$ cat src/rtl/rpc_consts.svh
`ifndef RPC_CONSTS_SVH
`define RPC_CONSTS_SVH

// register byte offsets
`define RPC_OFS_CFG 8'h00
`define RPC_OFS_AA 8'h04
`define RPC_OFS_CRCLEN 8'h08
`define RPC_OFS_CTRL 8'h0C
`define RPC_OFS_STAT 8'h10
`define RPC_OFS_FLAGS 8'h14
`define RPC_OFS_DATA 8'h18

// field positions
`define RPC_TXE_LSB 24
`define RPC_DEC_EN_BIT 29
`define RPC_OVR_EN_BIT 30
`define RPC_DBG_BIT 31
`define RPC_SEED_MSB 23
`define RPC_MAXLEN_LSB 24
`define RPC_CTRL_SEEDSEL 0
`define RPC_CTRL_ADV 1
`define RPC_CTRL_CIPHER 2

// event vector layout
`define RPC_EV_W 10
`define RPC_EV_DEC 5
`define RPC_EV_OVR 6
`define RPC_EV_LEN 7
`define RPC_EV_OK 8
`define RPC_EV_CRC 9

// reset values and counts
`define RPC_RST_WORD 32'h0000_0000
`define RPC_RST_CTRL 6'h00
`define RPC_RST_EV 10'h000
`define RPC_CRC_BYTES 3
`define RPC_ADV_SEED 24'h555555

`endif

$ cat src/rtl/rpc_pkg.sv
package rpc_pkg;

    // demodulator side of one received frame
    typedef struct packed {
        logic sync;
        logic [31:0] aa;
        logic hdr;
        logic [7:0] len;
        logic bvalid;
        logic [7:0] data;
        logic done;
        logic crc_ok;
        logic [23:0] crc;
        logic mic_ok;
    } rpc_rx_t;

    // modulator side: frame start and fault sources
    typedef struct packed {
        logic start;
        logic [4:0] fault;
    } rpc_tx_t;

    // fields handed to the modulator per frame
    typedef struct packed {
        logic adv;
        logic [31:0] aa;
        logic [23:0] seed;
    } rpc_txcfg_t;

    typedef enum logic [1:0] {
        RPC_IDLE = 2'b00,
        RPC_PAY = 2'b01,
        RPC_CRC = 2'b11
    } rpc_state_t;

endpackage

$ cat src/rtl/rpc_top.sv
// Function
// - a transmit fault latches its flag and interrupt only when its enable is set
// - raw status always shows every transmit fault, unmasked
// - one enable gates the decrypt fault flag and interrupt
// - decrypt fault when integrity code mismatches, cipher on, address matched, length nonzero
// - decrypt fault decision ignores the checksum result
// - one enable gates the receive overrun fault interrupt
// - debug bit set stores received checksum after payload, else payload only
// - stored checksum keeps packet byte order; software reverses it
// - debug bit set accepts every packet, success flag set, no checksum error
// - transmit inserts the 32-bit access address right after the preamble
// - receive accepts only frames whose access address matches
// - packet class comes only from the advertising select flag
// - configured seed initialises the checksum for data and sync packets
// - configured seed is ignored while the seed select flag is 0
// - length above maximum truncates stored payload and, with debug bit clear, ends with checksum error
// - length overrun raises its event in status and, if enabled, in flags
// - length at or below maximum is processed normally
//
// The APB interface to the registers and the register offsets were decided locally.
`timescale 1ns/1ps
`default_nettype none
`include "rpc_consts.svh"

module rpc_fifo #(
    parameter int WIDTH = 8,
    parameter int DEPTH = 4
) (
    // clock and reset
    input wire logic pclk,
    input wire logic presetn,
    // fill side
    input wire logic s_valid,
    output logic s_ready,
    input wire logic [WIDTH-1:0] s_data,
    // drain side
    output logic m_valid,
    input wire logic m_ready,
    output logic [WIDTH-1:0] m_data
);
    localparam int PW = (DEPTH > 1) ? $clog2(DEPTH) : 1;
    localparam int CW = $clog2(DEPTH + 1);

    logic [WIDTH-1:0] mem [DEPTH];
    logic [PW-1:0] wr_ptr;
    logic [PW-1:0] rd_ptr;
    logic [CW-1:0] count;

    function automatic logic [PW-1:0] step(input logic [PW-1:0] p);
        return (p == PW'(DEPTH - 1)) ? '0 : p + PW'(1);
    endfunction

    // handshake terms
    wire logic push = s_valid && s_ready;
    wire logic pop = m_valid && m_ready;
    assign s_ready = count != CW'(DEPTH);
    assign m_valid = count != '0;
    assign m_data = mem[rd_ptr];

    // storage write
    always_ff @(posedge pclk) begin
        if (push) begin
            mem[wr_ptr] <= s_data;
        end
    end

    // pointers and fill level
    always_ff @(posedge pclk or negedge presetn) begin
        if (!presetn) begin
            wr_ptr <= '0;
            rd_ptr <= '0;
            count <= '0;
        end else begin
            wr_ptr <= push ? step(wr_ptr) : wr_ptr;
            rd_ptr <= pop ? step(rd_ptr) : rd_ptr;
            count <= count + CW'(push) - CW'(pop);
        end
    end
endmodule

module rpc_top #(
    parameter int FIFO_DEPTH = 4,
    parameter logic [23:0] ADV_SEED = `RPC_ADV_SEED
) (
    // clock and reset
    input wire logic pclk,
    input wire logic presetn,
    // apb slave
    input wire logic [7:0] paddr,
    input wire logic psel,
    input wire logic penable,
    input wire logic pwrite,
    input wire logic [31:0] pwdata,
    output logic [31:0] prdata,
    output logic pready,
    output logic pslverr,
    // radio side
    input wire rpc_pkg::rpc_rx_t rx,
    input wire rpc_pkg::rpc_tx_t tx,
    output rpc_pkg::rpc_txcfg_t tx_cfg,
    // status outputs
    output logic irq,
    output logic rx_active
);
    logic [7:0] cfg_hi;
    logic [31:0] aa;
    logic [31:0] crclen;
    logic [5:0] ctrl;
    logic [`RPC_EV_W-1:0] stat;
    logic [`RPC_EV_W-1:0] flags;
    rpc_pkg::rpc_state_t state;
    rpc_pkg::rpc_state_t next_state;
    logic [7:0] cnt;
    logic [7:0] lim;
    logic [7:0] hdr_len;
    logic overrun;
    logic [23:0] crc_sh;
    logic [1:0] crc_idx;
    logic push_ready;
    logic pop_valid;
    logic [7:0] pop_data;

    function automatic logic hit(input logic [7:0] a, input logic [7:0] o);
        return a == o;
    endfunction

    // apb decode
    wire logic acc = psel && penable && !pready;
    wire logic fire = psel && penable && pready;
    wire logic wr_fire = fire && pwrite;
    wire logic sel_cfg = hit(paddr, `RPC_OFS_CFG);
    wire logic sel_aa = hit(paddr, `RPC_OFS_AA);
    wire logic sel_crcl = hit(paddr, `RPC_OFS_CRCLEN);
    wire logic sel_ctrl = hit(paddr, `RPC_OFS_CTRL);
    wire logic sel_stat = hit(paddr, `RPC_OFS_STAT);
    wire logic sel_flags = hit(paddr, `RPC_OFS_FLAGS);
    wire logic sel_data = hit(paddr, `RPC_OFS_DATA);
    wire logic sel_any = sel_cfg | sel_aa | sel_crcl | sel_ctrl | sel_stat | sel_flags | sel_data;
    // pop only the byte that this read reported as valid in its answer
    wire logic pop = fire && !pwrite && sel_data && prdata[8];

    // configuration fields
    wire logic [4:0] txen = cfg_hi[4:0];
    wire logic dec_en = cfg_hi[`RPC_DEC_EN_BIT-`RPC_TXE_LSB];
    wire logic ovr_en = cfg_hi[`RPC_OVR_EN_BIT-`RPC_TXE_LSB];
    wire logic dbg = cfg_hi[`RPC_DBG_BIT-`RPC_TXE_LSB];
    wire logic [23:0] seed = crclen[`RPC_SEED_MSB:0];
    wire logic [7:0] max_len = crclen[31:`RPC_MAXLEN_LSB];
    wire logic seed_sel = ctrl[`RPC_CTRL_SEEDSEL];
    wire logic cipher = ctrl[`RPC_CTRL_CIPHER];

    // empty buffer reads a zero byte, never stale or unwritten storage
    wire logic [7:0] head_byte = pop_valid ? pop_data : 8'h00;

    // read mux, unused bits read zero
    wire logic [31:0] rd_word =
        sel_cfg ? {cfg_hi, 24'h000000} :
        sel_aa ? aa :
        sel_crcl ? crclen :
        sel_ctrl ? {26'h0000000, ctrl} :
        sel_stat ? {22'h000000, stat} :
        sel_flags ? {22'h000000, flags} :
        sel_data ? {23'h000000, pop_valid, head_byte} : 32'h00000000;

    // receive datapath terms
    wire logic in_pay = state == rpc_pkg::RPC_PAY;
    wire logic in_crc = state == rpc_pkg::RPC_CRC;
    wire logic aa_hit = rx.sync && rx.aa == aa;
    wire logic len_over = rx.len > max_len;
    wire logic room = cnt < lim;
    wire logic pay_push = in_pay && rx.bvalid && room;
    wire logic push_valid = pay_push || in_crc;
    wire logic [7:0] push_data = in_crc ? crc_sh[7:0] : rx.data;
    wire logic end_pkt = in_pay && rx.done;
    wire logic crc_push = in_crc && push_ready;

    // events of this cycle
    wire logic dec_ev = end_pkt && cipher && hdr_len != 8'h00 && !rx.mic_ok;
    wire logic ovr_ev = pay_push && !push_ready;
    wire logic len_ev = in_pay && rx.hdr && len_over;
    wire logic ok_ev = end_pkt && (dbg || (rx.crc_ok && !overrun));
    wire logic crc_ev = end_pkt && !dbg && (!rx.crc_ok || overrun);
    wire logic [`RPC_EV_W-1:0] ev = {crc_ev, ok_ev, len_ev, ovr_ev, dec_ev, tx.fault};
    wire logic [`RPC_EV_W-1:0] ev_mask = {ctrl[5:3], ovr_en, dec_en, txen};

    // write-one-to-clear, a new event wins over the clear
    wire logic [`RPC_EV_W-1:0] stat_clr = (wr_fire && sel_stat) ? pwdata[`RPC_EV_W-1:0] : `RPC_RST_EV;
    wire logic [`RPC_EV_W-1:0] flag_clr = (wr_fire && sel_flags) ? pwdata[`RPC_EV_W-1:0] : `RPC_RST_EV;
    wire logic [`RPC_EV_W-1:0] next_stat = (stat & ~stat_clr) | ev;
    wire logic [`RPC_EV_W-1:0] next_flags = (flags & ~flag_clr) | (ev & ev_mask);

    // apb answer after one wait cycle
    always_ff @(posedge pclk or negedge presetn) begin
        if (!presetn) begin
            pready <= 1'b0;
            prdata <= `RPC_RST_WORD;
            pslverr <= 1'b0;
        end else begin
            pready <= acc;
            prdata <= acc ? rd_word : prdata;
            pslverr <= acc && !sel_any;
        end
    end

    // configuration words
    always_ff @(posedge pclk or negedge presetn) begin
        if (!presetn) begin
            cfg_hi <= 8'h00;
            aa <= `RPC_RST_WORD;
            crclen <= `RPC_RST_WORD;
            ctrl <= `RPC_RST_CTRL;
        end else if (wr_fire) begin
            cfg_hi <= sel_cfg ? pwdata[31:24] : cfg_hi;
            aa <= sel_aa ? pwdata : aa;
            crclen <= sel_crcl ? pwdata : crclen;
            ctrl <= sel_ctrl ? pwdata[5:0] : ctrl;
        end
    end

    // sticky status and gated flags
    always_ff @(posedge pclk or negedge presetn) begin
        if (!presetn) begin
            stat <= `RPC_RST_EV;
            flags <= `RPC_RST_EV;
            irq <= 1'b0;
        end else begin
            stat <= next_stat;
            flags <= next_flags;
            irq <= |next_flags;
        end
    end

    // receive sequencing
    always_comb begin
        next_state = state;
        unique case (state)
            rpc_pkg::RPC_IDLE: begin
                if (aa_hit) begin
                    next_state = rpc_pkg::RPC_PAY;
                end
            end
            rpc_pkg::RPC_PAY: begin
                if (rx.done) begin
                    next_state = dbg ? rpc_pkg::RPC_CRC : rpc_pkg::RPC_IDLE;
                end
            end
            rpc_pkg::RPC_CRC: begin
                if (crc_push && crc_idx == 2'(`RPC_CRC_BYTES - 1)) begin
                    next_state = rpc_pkg::RPC_IDLE;
                end
            end
            default: begin
                next_state = rpc_pkg::RPC_IDLE;
            end
        endcase
    end

    always_ff @(posedge pclk or negedge presetn) begin
        if (!presetn) begin
            state <= rpc_pkg::RPC_IDLE;
            rx_active <= 1'b0;
        end else begin
            state <= next_state;
            rx_active <= next_state != rpc_pkg::RPC_IDLE;
        end
    end

    // payload count and truncation limit
    always_ff @(posedge pclk or negedge presetn) begin
        if (!presetn) begin
            cnt <= 8'h00;
            lim <= 8'h00;
            hdr_len <= 8'h00;
            overrun <= 1'b0;
        end else if (state == rpc_pkg::RPC_IDLE) begin
            cnt <= 8'h00;
            lim <= max_len;
            hdr_len <= 8'h00;
            overrun <= 1'b0;
        end else if (in_pay) begin
            cnt <= pay_push ? cnt + 8'h01 : cnt;
            lim <= rx.hdr ? (len_over ? max_len : rx.len) : lim;
            hdr_len <= rx.hdr ? rx.len : hdr_len;
            overrun <= overrun | len_ev;
        end
    end

    // checksum bytes appended low byte first, as on air
    always_ff @(posedge pclk or negedge presetn) begin
        if (!presetn) begin
            crc_sh <= 24'h000000;
            crc_idx <= 2'h0;
        end else if (end_pkt) begin
            crc_sh <= rx.crc;
            crc_idx <= 2'h0;
        end else if (crc_push) begin
            crc_sh <= {8'h00, crc_sh[23:8]};
            crc_idx <= crc_idx + 2'h1;
        end
    end

    // transmit fields snapshot at frame start
    always_ff @(posedge pclk or negedge presetn) begin
        if (!presetn) begin
            tx_cfg <= '0;
        end else if (tx.start) begin
            tx_cfg.aa <= aa;
            tx_cfg.adv <= ctrl[`RPC_CTRL_ADV];
            tx_cfg.seed <= seed_sel ? seed : ADV_SEED;
        end
    end

    // payload buffer toward software
    rpc_fifo #(.WIDTH(8), .DEPTH(FIFO_DEPTH)) u_fifo (
        .pclk(pclk),
        .presetn(presetn),
        .s_valid(push_valid),
        .s_ready(push_ready),
        .s_data(push_data),
        .m_valid(pop_valid),
        .m_ready(pop),
        .m_data(pop_data)
    );
endmodule

`default_nettype wire

$ cat config.mk
export PLATFORM = sky130hd
export DESIGN_NAME = rpc_top
export DESIGN_NICKNAME = d
export VERILOG_FILES = /design/src/rtl/rpc_pkg.sv /design/src/rtl/rpc_top.sv
export VERILOG_INCLUDE_DIRS = /design/src /design/src/rtl
export SDC_FILE = /design/constraint.sdc
export NUM_CORES = 1
export LEC_CHECK = 0
export ABC_CLOCK_PERIOD_IN_PS = 2800
export BUFFER_PORTS_ARGS = -buffer_cell sky130_fd_sc_hd__buf_2
export CORE_MARGIN = 2
export CORE_UTILIZATION = 46
export CTS_CLUSTER_DIAMETER = 40
export DETAILED_ROUTE_END_ITERATION = 10
export PLACE_DENSITY = 0.7
export SLEW_MARGIN = 5
export SYNTH_ARGS = -nofsm -noshare
export SYNTH_HDL_FRONTEND = slang
export SYNTH_SLANG_ARGS = --single-unit
$ cat constraint.sdc
create_clock -name pclk -period 2.8 [get_ports pclk]
set_clock_uncertainty 0.05 [all_clocks]
set_input_delay 0.28 -clock pclk [delete_from_list [all_inputs] [get_ports pclk]]
set_output_delay 0.28 -clock pclk [all_outputs]
set_load 0.05 [all_outputs]
==> impl_metrics.env <==
export IMPL_status="finished, final reports clean"
export IMPL_path_class="reg2reg"
export IMPL_post_synth_top_count_cell="dfrtp_1"
export IMPL_crit_arrival_ns=3.07
export IMPL_crit_path_end_kind="register"
export IMPL_synth_area_leaders="dfrtp_1, mux2_2, edfxtp_1"
export IMPL_ys_seq_area_frac=0.5633
export IMPL_synth_cell_types=63
export IMPL_grt_pass1_wl_um=56250
export IMPL_antenna_found_initial=1
export IMPL_drt_total_wl_um=36150
export IMPL_crit_buf_inv=3
export IMPL_worst_slack_ns=0.08434
export IMPL_fmax_ghz=0.3682
export IMPL_grt_max_degree=88
export IMPL_area_delta_synth_final_pct=29.94
export IMPL_final_nets=1608
export IMPL_htree_levels=2
export IMPL_initial_core_util=0.4653
export IMPL_p_leak_nw=8.090
export IMPL_dp_slack_ns=-0.3520
export IMPL_drv_cap=0
export IMPL_p_per_area_mw_per_mm2=634.5
export IMPL_setup_viol=0
export IMPL_synthFlopType="dfrtp_1"
export IMPL_nFillCells=2265
export IMPL_slowest_delay_ns=0.54
export IMPL_multi_input_area_mm2=0.005156
export IMPL_detail_route_antenna_nets=0
export IMPL_viasPerCell=5.431
export IMPL_crit_start="u_fifo.count[0]$_DFF_PN0_"
export IMPL_final_cells=1865
export IMPL_path_max_fanout=3
export IMPL_async_reset_ff_frac=0.8869
export IMPL_clk_pin_slew_ns=0.06
export IMPL_first_pass_iters=5
export IMPL_finalHoldViolCount=0
export IMPL_port_buffers=221
export IMPL_ys_ff_latch=283
export IMPL_ys_warn_count=0
export IMPL_worst_pin_slew_ns=0.8075
export IMPL_root_buffer="clkbuf_16"
export IMPL_placed_cell_area_mm2=0.01470
export IMPL_slew_headroom=0.4604
export IMPL_dieHeight_um=171.2
export IMPL_drive_gt1_frac=0.3297
export IMPL_ir_drop_v=0.0003224
export IMPL_syn_inst=1139
export IMPL_gp_congestion=0.8964
export IMPL_yosys_top_cells_count="dfrtp_1, nand2_1, mux2_2, o21ai_0, inv_1"
export IMPL_drt_iter0_markers=962
export IMPL_post_route_cell_area_mm2=0.01670
export IMPL_hold_class="in2reg"
export IMPL_netlist_area_leader_share=0.4886
export IMPL_cts_num_sinks=283
export IMPL_synth_edf_count=32
export IMPL_tritoncts="yes"
export IMPL_synth_top_cell_by_area="dfrtp_1"
export IMPL_timing_rr_start="u_fifo.count[0]$_DFF_PN0_"
export IMPL_hpwlAfterDp_um=25490
export IMPL_ff_latch_area_mm2=0.007242
export IMPL_cts_buffers=40
export IMPL_clk_latency_ns=0.52
export IMPL_track_usage=0.2479
export IMPL_min_period_ns=2.716
export IMPL_grt_pass1_vias=10184
export IMPL_critPathSlowestCell="or4_4"
export IMPL_slew_violations=0
export IMPL_rsz0062_at_grt="yes"
export IMPL_routedWlPerCell_um=19.38
export IMPL_final_setup_tns_ns=0
export IMPL_drc_errors=0
export IMPL_path_cells="nor3_2, or4_4, or4_4, inv_2, ha_1, inv_1, ha_1, inv_1, fa_2, xnor2_2, xnor2_1"
export IMPL_overflow=0
export IMPL_synthesis_nets=1293
export IMPL_startpoint_type="register"
export IMPL_ioPinCount=222
export IMPL_rows=61
export IMPL_dieArea_mm2=0.02930
export IMPL_vias=10129
export IMPL_fin_crit_sh=0.9699
export IMPL_syn_cell_area_mm2=0.01286
export IMPL_required_ns=3.16
export IMPL_clockBufferDepth=3
export IMPL_hold_path_startpoint="pwdata[31]"
export IMPL_placed_cells=1737
export IMPL_die_x_um=171.2
export IMPL_whs_ns=0.02392
export IMPL_cp_top_family="simple AND/OR/NAND/NOR gates"
export IMPL_avgSynthCellArea_um2=11.29
export IMPL_core_area_mm2=0.02763
## area by class of cell
cell class | instances | area share
Inverter | 67 | 0.01506
Multi-Input combinational cell | 731 | 0.3087
Timing Repair Buffer | 331 | 0.1269
Tap cell | 378 | 0.02831
Clock buffer | 49 | 0.06509
Antenna cell | 1 | 0.0001498
Clock inverter | 25 | 0.02232
Sequential cell | 283 | 0.4335
## per-stage QoR
stage,power (mW),utilization
global placement,5.141,0.5321
finish,10.60,0.6046
global route,10.92,0.6046
floorplan,4.770,-
detailed placement,5.152,0.5321
CTS,10.66,0.6034
## power by group
group / internal, mW / leakage, nW / switching [mW]
clock: 3.54 / 0.704 / 1.92
sequential: 4.23 / 3.59 / 0.0505
combinational: 0.278 / 3.79 / 0.578
total: 8.05 / 8.09 / 2.55
## sequential cells by signal (all words and copies together), names as in the netlist, 2 cells and up
register	count
tx_cfg	57
aa	32
crclen	32
prdata	32
u_fifo.mem	32
crc_sh	24
flags	10
stat	10
cfg_hi	8
cnt	8
hdr_len	8
lim	8
ctrl	6
u_fifo.count	3
crc_idx	2
state	2
u_fifo.rd_ptr	2
u_fifo.wr_ptr	2
## cell families (layout without fill, tap and decap cells)
logic type               count (synthesis)  in the layout  synth area share
adder cells (fa/ha/maj)                 25             25           0.02492
AND/OR/NAND/NOR                        288            288            0.1064
multiplexers                           130            130            0.1206
other                                    0              1                 0
buffers and inverters                  125            472           0.03815
flip-flops                             283            283            0.5633
AO/OA/AOI/OAI                          254            254            0.1235
XOR/XNOR                                34             34           0.02316
## metal layers
metal	routed length, µm	vias to the layer above	GRT usage	part of all wire
li1	-	4696	-	-
met1	15460	5003	0.3270	0.43
met2	17370	367	0.4151	0.48
met3	2220	63	0.04257	0.061
met4	1098	0	0.08659	0.030
met5	0	-	0	0
## path summary, 6_finish.rpt
| path | endpoint | slack [ns] | cells after the start |
|---|---|---|---|
| max in group asynchronous | tx_cfg[45]$_DFFE_PN0P_ | 1.56 | 3 |
| hold / removal | aa[31]$_DFFE_PN0P_ | 0.02 | 2 |
| setup reg to reg | u_fifo.count[2]$_DFF_PN0_ | 0.08 | 11 |
| setup / recovery | u_fifo.count[2]$_DFF_PN0_ | 0.08 | 11 |
| min in group asynchronous | tx_cfg[13]$_DFFE_PN0P_ | 0.31 | 2 |
| hold reg to reg | crc_sh[2]$_DFFE_PN0P_ | 0.43 | 2 |
## cell usage in the layout (no fill, tap or decap), types with 6 or more instances in the layout
cell type	n
o22ai_1	9
nand4_1	14
nand3_1	25
xnor2_1	13
mux2_2	114
nor4_1	10
xor2_1	20
a21o_1	11
o21ai_0	81
mux2i_1	6
dfrtp_1	251
nor3_1	12
bufinv_16	8
nor2_1	63
edfxtp_1	32
buf_2	220
ha_1	24
dlygate4sd3_1	51
mux4_2	8
buf_4	55
nor2b_1	18
a21oi_1	45
inv_1	65
nand2_1	118
a31oi_1	37
a22oi_1	25
clkbuf_1	6
a22o_1	24
clkbuf_16	42
## repair_timing
action,in CTS,in global routing
setup endpoints to repair,0,1
resized for setup,0,3
hold endpoints to repair,156,0
buffers inserted,0,2
hold buffers,51,0
## worst register-to-register path, delay by kind of cell (launching register included)
kind | cells | cell delay (ns)
buffers and inverters | 3 | 0.16
and+or+nand+nor | 3 | 1.05
xor gates and xnor gates | 2 | 0.27
DFF | 1 | 0.38
adders and majority gates | 3 | 0.69
No activity file was read; power rests on OpenSTA's default activity.
